### src/pkg/scl_map.svh
// Offsets, reset values, EEPROM word numbers and timing counts of the configuration loader
// What this block does
// - Auto-load EEPROM words 0 to 4 at power-on, after reading words 0 to 7
// - Word 0 to 0140h/0141h, default 0C08h
// - Word 1 to 0150h/0151h, default 6608h
// - Word 2 to 0982h/0983h, default 01F4h
// - Word 3 to 0152h/0153h, default 0000h
// - Word 4 to 0012h/0013h, default 0000h
`ifndef SCL_MAP_SVH
`define SCL_MAP_SVH

// Byte addresses of the low byte of each register pair
`define SCL_ADDR_IFCTL   16'h0140
`define SCL_ADDR_IFCFG   16'h0150
`define SCL_ADDR_SYNCLEN 16'h0982
`define SCL_ADDR_IFEXT   16'h0152
`define SCL_ADDR_ALIAS   16'h0012

// Hardware reset values
`define SCL_RST_IFCTL    16'h0c08
`define SCL_RST_IFCFG    16'h6608
`define SCL_RST_SYNCLEN  16'h01f4
`define SCL_RST_IFEXT    16'h0000
`define SCL_RST_ALIAS    16'h0000

// EEPROM word numbers
`define SCL_WORD_FIRST   3'h0
`define SCL_WORD_COPIED  3'h5
`define SCL_WORD_LAST    3'h7

// Answer timeout for one EEPROM word read
`define SCL_CLK_PERIOD_NS   40
`define SCL_ACK_TIMEOUT_NS  100000
`define SCL_ACK_TIMEOUT_CYC (`SCL_ACK_TIMEOUT_NS / `SCL_CLK_PERIOD_NS)

`endif

### src/pkg/scl_pkg.sv
// Types shared by the configuration loader files
package scl_pkg;

  // Word read request towards the EEPROM reader
  typedef struct packed {
    logic       valid;
    logic [5:0] addr;
  } scl_ee_req_t;

  // Answer from the EEPROM reader
  typedef struct packed {
    logic        ack;
    logic        err;
    logic [15:0] data;
  } scl_ee_rsp_t;

  // Loader sequence
  typedef enum logic [1:0] {
    ST_ISSUE,
    ST_WAIT,
    ST_DONE,
    ST_FAIL
  } scl_state_t;

endpackage

### src/design/scl_cfg_slot.sv
// One configuration register that takes a loaded word or keeps its reset value
`timescale 1ns/1ps
module scl_cfg_slot #(
  parameter logic [15:0] RESET = 16'h0000
) (
  // Clock and reset
  input  wire logic        clk,
  input  wire logic        rst,
  // Load
  input  wire logic        ld,
  input  wire logic [15:0] d,
  // Value
  output logic [15:0]      q
);

  // Keeps its reset value unless a complete load commits
  always_ff @(posedge clk or posedge rst) begin
    if (rst) begin
      q <= RESET;
    end else if (ld) begin
      q <= d;
    end
  end

endmodule

### src/design/scl_loader.sv
// Power-on loader copying EEPROM configuration words into slave controller registers
`timescale 1ns/1ps
`include "scl_map.svh"
module scl_loader
  import scl_pkg::*;
#(
  parameter int TMO_CYC = `SCL_ACK_TIMEOUT_CYC
) (
  // Clock and reset
  input  wire logic        clk,
  input  wire logic        rst,
  // EEPROM word reader
  output scl_ee_req_t      ee_req,
  input  wire scl_ee_rsp_t ee_rsp,
  // Register read port, byte addressed
  input  wire logic        rd_en,
  input  wire logic [15:0] rd_addr,
  output logic [7:0]       rd_data,
  output logic             rd_valid,
  // Loader status
  output logic             load_busy,
  output logic             load_done,
  output logic             load_fail,
  // Loaded configuration
  output logic [15:0]      ifctl_q,
  output logic [15:0]      ifcfg_q,
  output logic [15:0]      synclen_q,
  output logic [15:0]      ifext_q,
  output logic [15:0]      alias_q
);

  localparam int NSLOT = 5;
  // Reset values indexed by EEPROM word number
  localparam logic [15:0] SLOT_RST [NSLOT] = '{`SCL_RST_IFCTL, `SCL_RST_IFCFG, `SCL_RST_SYNCLEN,
                                              `SCL_RST_IFEXT, `SCL_RST_ALIAS};
  localparam logic [11:0] TMO_MAX = 12'(TMO_CYC - 1);

  scl_state_t  state_reg;        // Sequence state
  scl_state_t  state_next;       // Next sequence state
  logic [2:0]  idx_reg;          // Word being read
  logic [11:0] tmo_reg;          // Cycles waited for the answer
  logic        req_reg;          // Request valid towards reader
  logic [15:0] sh_reg [NSLOT];   // Shadow copies until whole area is read
  logic [15:0] slot_q [NSLOT];   // Committed registers
  logic [7:0]  rd_data_reg;      // Read data flop
  logic        rd_valid_reg;     // Read answer flop

  // Sequence decode
  wire waiting  = (state_reg == ST_WAIT);
  wire got      = waiting && ee_rsp.ack;
  wire good     = got && !ee_rsp.err;
  wire timedout = waiting && !ee_rsp.ack && (tmo_reg == TMO_MAX);
  wire bad      = (got && ee_rsp.err) || timedout;
  wire commit   = good && (idx_reg == `SCL_WORD_LAST);
  wire store    = good && (idx_reg < `SCL_WORD_COPIED);  // Words 5..7 are not copied

  // Next state of the load sequence
  always_comb begin
    state_next = state_reg;
    unique case (state_reg)
      ST_ISSUE: state_next = ST_WAIT;
      ST_WAIT: begin
        if (bad) begin
          state_next = ST_FAIL;
        end else if (commit) begin
          state_next = ST_DONE;
        end else if (good) begin
          state_next = ST_ISSUE;
        end
      end
      ST_DONE:  state_next = ST_DONE;
      ST_FAIL:  state_next = ST_FAIL;
    endcase
  end

  // Runs once after reset; no software trigger needed
  always_ff @(posedge clk or posedge rst) begin
    if (rst) begin
      state_reg <= ST_ISSUE;
      idx_reg   <= `SCL_WORD_FIRST;
    end else begin
      state_reg <= state_next;
      if (good && !commit) begin
        idx_reg <= idx_reg + 3'h1;
      end
    end
  end

  // Request held from issue until answer or timeout
  always_ff @(posedge clk or posedge rst) begin
    if (rst) begin
      req_reg <= 1'b0;
    end else if (state_reg == ST_ISSUE) begin
      req_reg <= 1'b1;
    end else if (got || timedout) begin
      req_reg <= 1'b0;
    end
  end

  // Timeout so a dead reader cannot hang the loader
  always_ff @(posedge clk or posedge rst) begin
    if (rst) begin
      tmo_reg <= 12'h000;
    end else if (waiting && !ee_rsp.ack) begin
      tmo_reg <= tmo_reg + 12'h001;
    end else begin
      tmo_reg <= 12'h000;
    end
  end

  // Shadow capture; registers change only on a full clean pass
  always_ff @(posedge clk or posedge rst) begin
    if (rst) begin
      for (int i = 0; i < NSLOT; i++) begin
        sh_reg[i] <= 16'h0000;
      end
    end else if (store) begin
      sh_reg[idx_reg] <= ee_rsp.data;
    end
  end

  // Committed configuration registers, words 0..4 in order
  for (genvar g = 0; g < NSLOT; g++) begin : g_slot
    scl_cfg_slot #(
      .RESET (SLOT_RST[g])
    ) u_slot (
      .clk (clk),
      .rst (rst),
      .ld  (commit),
      .d   (sh_reg[g]),
      .q   (slot_q[g])
    );
  end

  // Register read decode on word pairs, byte lane by address bit 0
  wire [15:0] rd_word = {rd_addr[15:1], 1'b0};
  wire        hit_ctl = (rd_word == `SCL_ADDR_IFCTL);
  wire        hit_cfg = (rd_word == `SCL_ADDR_IFCFG);
  wire        hit_syn = (rd_word == `SCL_ADDR_SYNCLEN);
  wire        hit_ext = (rd_word == `SCL_ADDR_IFEXT);
  wire        hit_als = (rd_word == `SCL_ADDR_ALIAS);
  wire [15:0] sel_w   = hit_ctl ? slot_q[0] :
                        hit_cfg ? slot_q[1] :
                        hit_syn ? slot_q[2] :
                        hit_ext ? slot_q[3] :
                        hit_als ? slot_q[4] : 16'h0000; // Unmapped reads zero
  wire [7:0]  sel_b   = rd_addr[0] ? sel_w[15:8] : sel_w[7:0];

  // Read answer one cycle after the strobe
  always_ff @(posedge clk or posedge rst) begin
    if (rst) begin
      rd_data_reg  <= 8'h00;
      rd_valid_reg <= 1'b0;
    end else begin
      rd_valid_reg <= rd_en;
      if (rd_en) begin
        rd_data_reg <= sel_b;
      end
    end
  end

  // Status flops
  always_ff @(posedge clk or posedge rst) begin
    if (rst) begin
      load_busy <= 1'b1;
      load_done <= 1'b0;
      load_fail <= 1'b0;
    end else begin
      load_busy <= (state_next == ST_ISSUE) || (state_next == ST_WAIT);
      load_done <= (state_next == ST_DONE);
      load_fail <= (state_next == ST_FAIL);
    end
  end

  // Outputs
  assign ee_req.valid = req_reg;
  assign ee_req.addr  = {3'h0, idx_reg};
  assign rd_data      = rd_data_reg;
  assign rd_valid     = rd_valid_reg;
  assign ifctl_q      = slot_q[0];
  assign ifcfg_q      = slot_q[1];
  assign synclen_q    = slot_q[2];
  assign ifext_q      = slot_q[3];
  assign alias_q      = slot_q[4];
endmodule

### config.mk
export PLATFORM = sky130hd
export DESIGN_NAME = scl_loader
export DESIGN_NICKNAME = d
export VERILOG_FILES = /design/src/pkg/scl_pkg.sv /design/src/design/scl_cfg_slot.sv /design/src/design/scl_loader.sv
export VERILOG_INCLUDE_DIRS = /design/src /design/src/pkg
export SDC_FILE = /design/constraint.sdc
export NUM_CORES = 1
export LEC_CHECK = 0
export ABC_AREA = 1
export BUFFER_PORTS_ARGS = -buffer_cell sky130_fd_sc_hd__buf_2
export CORE_MARGIN = 3
export CORE_UTILIZATION = 40
export CTS_CLUSTER_DIAMETER = 40
export CTS_CLUSTER_SIZE = 12
export DETAILED_ROUTE_END_ITERATION = 10
export PLACE_DENSITY = 0.66
export SLEW_MARGIN = 20
export SYNTH_ARGS = -nofsm -noshare
export SYNTH_HDL_FRONTEND = slang
export SYNTH_SLANG_ARGS = --single-unit
### constraint.sdc
create_clock -name clk -period 14.9 [get_ports clk]
set_input_delay 3.725 -clock clk [delete_from_list [all_inputs] [get_ports clk]]
set_output_delay 3.725 -clock clk [all_outputs]
set_load 0.1 [all_outputs]
==> impl_metrics.ini <==
[grt]
grt_usage_pct = 19.97
grt_max_degree = 116
grt_pass1_vias = 6340
overflow = 0
grt_first_pass_wirelength_um = 34490
antenna_found_initial = 0

[timing]
skew_ns = 0.008853
period_minus_slack_ns = 5.360
finalHoldViolCount = 0
slew_headroom_pct = 26.23
setup_viol = 0
tns_ns = 0
fin_crit_sh_pct = 35.97
rsz0062_at_grt = false
whs_ns = 0.4643
max_freq_mhz = 186.6
max_slew.worst_pin.slew_ns = 1.107
slew_viol_final = 0

[power]
power.leakage_nw = 5.142
p_switching_mw = 0.5885
clockPowerShare_pct = 31.8
pwr-share-comb_pct = 27.8
seq_power_share_pct = 40.4
power.internal_mw = 0.8648
peakVddDrop_mv = 0.1592
p_per_area_nw_per_um2 = 151.5
switching_share_pct = 40.50

[worst_setup_path]
crit_type = input port to flip-flop
cp_max_fo = 105
rr_startpoint = idx_reg[0]
crit_slowest_cell = buf_4
critical_path_buf_inv_count = 5
cp_cell_sequence = buf_2 > inv_1 > nor3_2 > nand2_2 > nor2_4 > buf_4 > inv_1 > buf_4 > nand2_1 > nand2_1
start_kind = input port
cpLargestDelayFamily = buffers and inverters
cp.arrival_ns = 5.69
rr_endpoint = g_slot[4].u_slot.q[5]
worst_path_largest_cell_delay_ns = 0.75
r2r_setup_slack_ns = 12.39
ff2ff_path_depth = 9
critPathRequiredTime_ns = 15.23
crit_path_end_kind = flip-flop

[cts]
cts.sinks = 190
clk_latency_ns = 0.43
htreeDepth = 4
cts_buffers = 17
cts_setup_buffers = 0
cts_tree = done
holdBufCountCts = 0
cts_root_buf = clkbuf_16
clockBufferDepth = 2
cts.clk_slew.worst_paths_ns = 0.07
cts-resized-gates = 0

[yosys]
ys.flop_type = dfrtp_1
yosys.area.top_type_share_pct = 53.45
synthArstFlopShare_pct = 100.0
synthTopCellsByArea = dfrtp_1 53%, nand2_1 17%, o21ai_0 6.3%
yosysMostFrequentCell = nand2_1
synth_commonest_cells = 372 x nand2_1, 175 x dfrtp_1, 103 x o21ai_0
yosysTopAreaCell = dfrtp_1
avgSynthCellArea_um2 = 8.438
yosysWarnings = 0
ys_ff_latch = 190
synth_edf_count = 0
syn_area_um2 = 8193
syn-instance-count = 971
ys_seq_area_share_pct = 58.26
synth_cell_types = 34

[job]
cap_violations = 0

[layout]
nets = 1123
syn_to_final_growth_pct = 17.12
final_cells = 1361
fin_util_pct = 48.51
diodes = 0
drive_above_1_share_pct = 19.07

[routing]
vias = 6622
dr.pass1.iters = 5
wire_per_inst_um = 15.89
drt-total-wl_um = 21630
dr.first_iter.drc_count = 533
via_per_inst = 4.866
remaining_drc_errors = 0
ant_nets = 0

[floorplan]
dieArea_um2 = 22240
initial_core_util_pct = 41.42
ios = 136
num_rows = 51
fp.dieH_um = 149.1
core_um2 = 19780
die-width_um = 149.1

[worst_hold_path]
whs_endpoint = tmo_reg[0]
holdPathStages = 1
worstHoldStart = tmo_reg[0]
hold_path_class = flip-flop to flip-flop

[place]
io_buffers = 132
dp_hpwl_um = 14630
gp_congestion = 0.8446
dp_cells = 1329

[status]
outcome = completed
## routing by layer
| metal | share of wire [%] | GRT usage, % | up-vias |
|---|---|---|---|
| li1 | - | - | 3267 |
| met1 | 45 | 27.78 | 3132 |
| met2 | 48 | 32.63 | 205 |
| met3 | 6.6 | 3.859 | 18 |
| met4 | 0.92 | 4.714 | 0 |
| met5 | 0 | 0 | - |
## area by class of cell
| class | instances | area [um^2] |
|---|---|---|
| clock buffers | 18 | 439.2 |
| clock inverters | 14 | 153.9 |
| fillers | 1963 | 10190 |
| inverters | 77 | 297.8 |
| multi-input cells | 662 | 2917 |
| flip-flops and latches | 190 | 4773 |
| well taps | 265 | 331.6 |
| repair buffers | 135 | 683.2 |
## logic make-up (layout without fill, tap and decap cells)
group                      after synthesis  count (layout)  share of synthesized area (%)
DFF                                    190             190                          58.26
buffers and inverters                  121             244                          6.231
adders and majority gates                3               3                         0.4582
xor gates and xnor gates                 3               3                         0.3208
AOI/OAI and AO/OA                      121             121                          7.498
other                                    1               3                        0.04577
and+or+nand+nor                        532             532                          27.18
## worst max path at each step
stage	endpoint	from	cells past startpoint	slack (ns)
final	g_slot[4].u_slot.q[5]	ee_rsp[17]	10	9.54
after global routing	g_slot[0].u_slot.q[6]	ee_rsp[17]	10	9.30
after CTS	g_slot[0].u_slot.q[6]	ee_rsp[17]	10	9.50
after detailed placement	g_slot[0].u_slot.q[6]	ee_rsp[17]	10	9.05
after global placement	g_slot[4].u_slot.q[7]	ee_rsp[17]	10	9.11
after floorplan	g_slot[0].u_slot.q[0]	rst	1	6.03
## cell usage in the layout, fill, tap and decap left out, types with 2 or more instances in the layout
master / instances
a21oi_1: 9
o21ai_1: 6
clkinv_1: 2
bufinv_16: 2
nor2_4: 3
nand3_1: 53
nand4_2: 5
clkinv_4: 2
nand2_1: 372
clkbuf_16: 17
o21ai_0: 103
conb_1: 3
inv_6: 5
or2_2: 2
inv_1: 72
nand2_2: 6
buf_2: 132
nor2_2: 5
nor4_1: 3
xor2_1: 3
buf_4: 3
nor3_1: 4
clkinv_2: 3
nor3b_1: 2
nand4_1: 3
dfrtp_1: 175
nor2_1: 71
dfstp_2: 15
ha_1: 3
clkinvlp_4: 3
## metrics by stage
step	area (um^2)	power, mW	setup slack, ns
global placement	9000	1.002	9.108
detailed placement	9000	1.004	9.050
CTS	9593	1.465	9.505
finish	9595	1.453	9.540
floorplan	8200	0.9336	6.029
global route	9595	1.508	9.297
## power by group through the flow
stage          registers, mW  logic, mW  clock network, mW
6_report               0.587      0.404              0.462
5_1_grt                0.592      0.422              0.494
4_1_cts                0.588      0.408              0.469
3_5_place_dp           0.597      0.407                  0
3_3_place_gp           0.596      0.406                  0
2_1_floorplan          0.857     0.0761                  0
(Power assumes the default switching activity.)
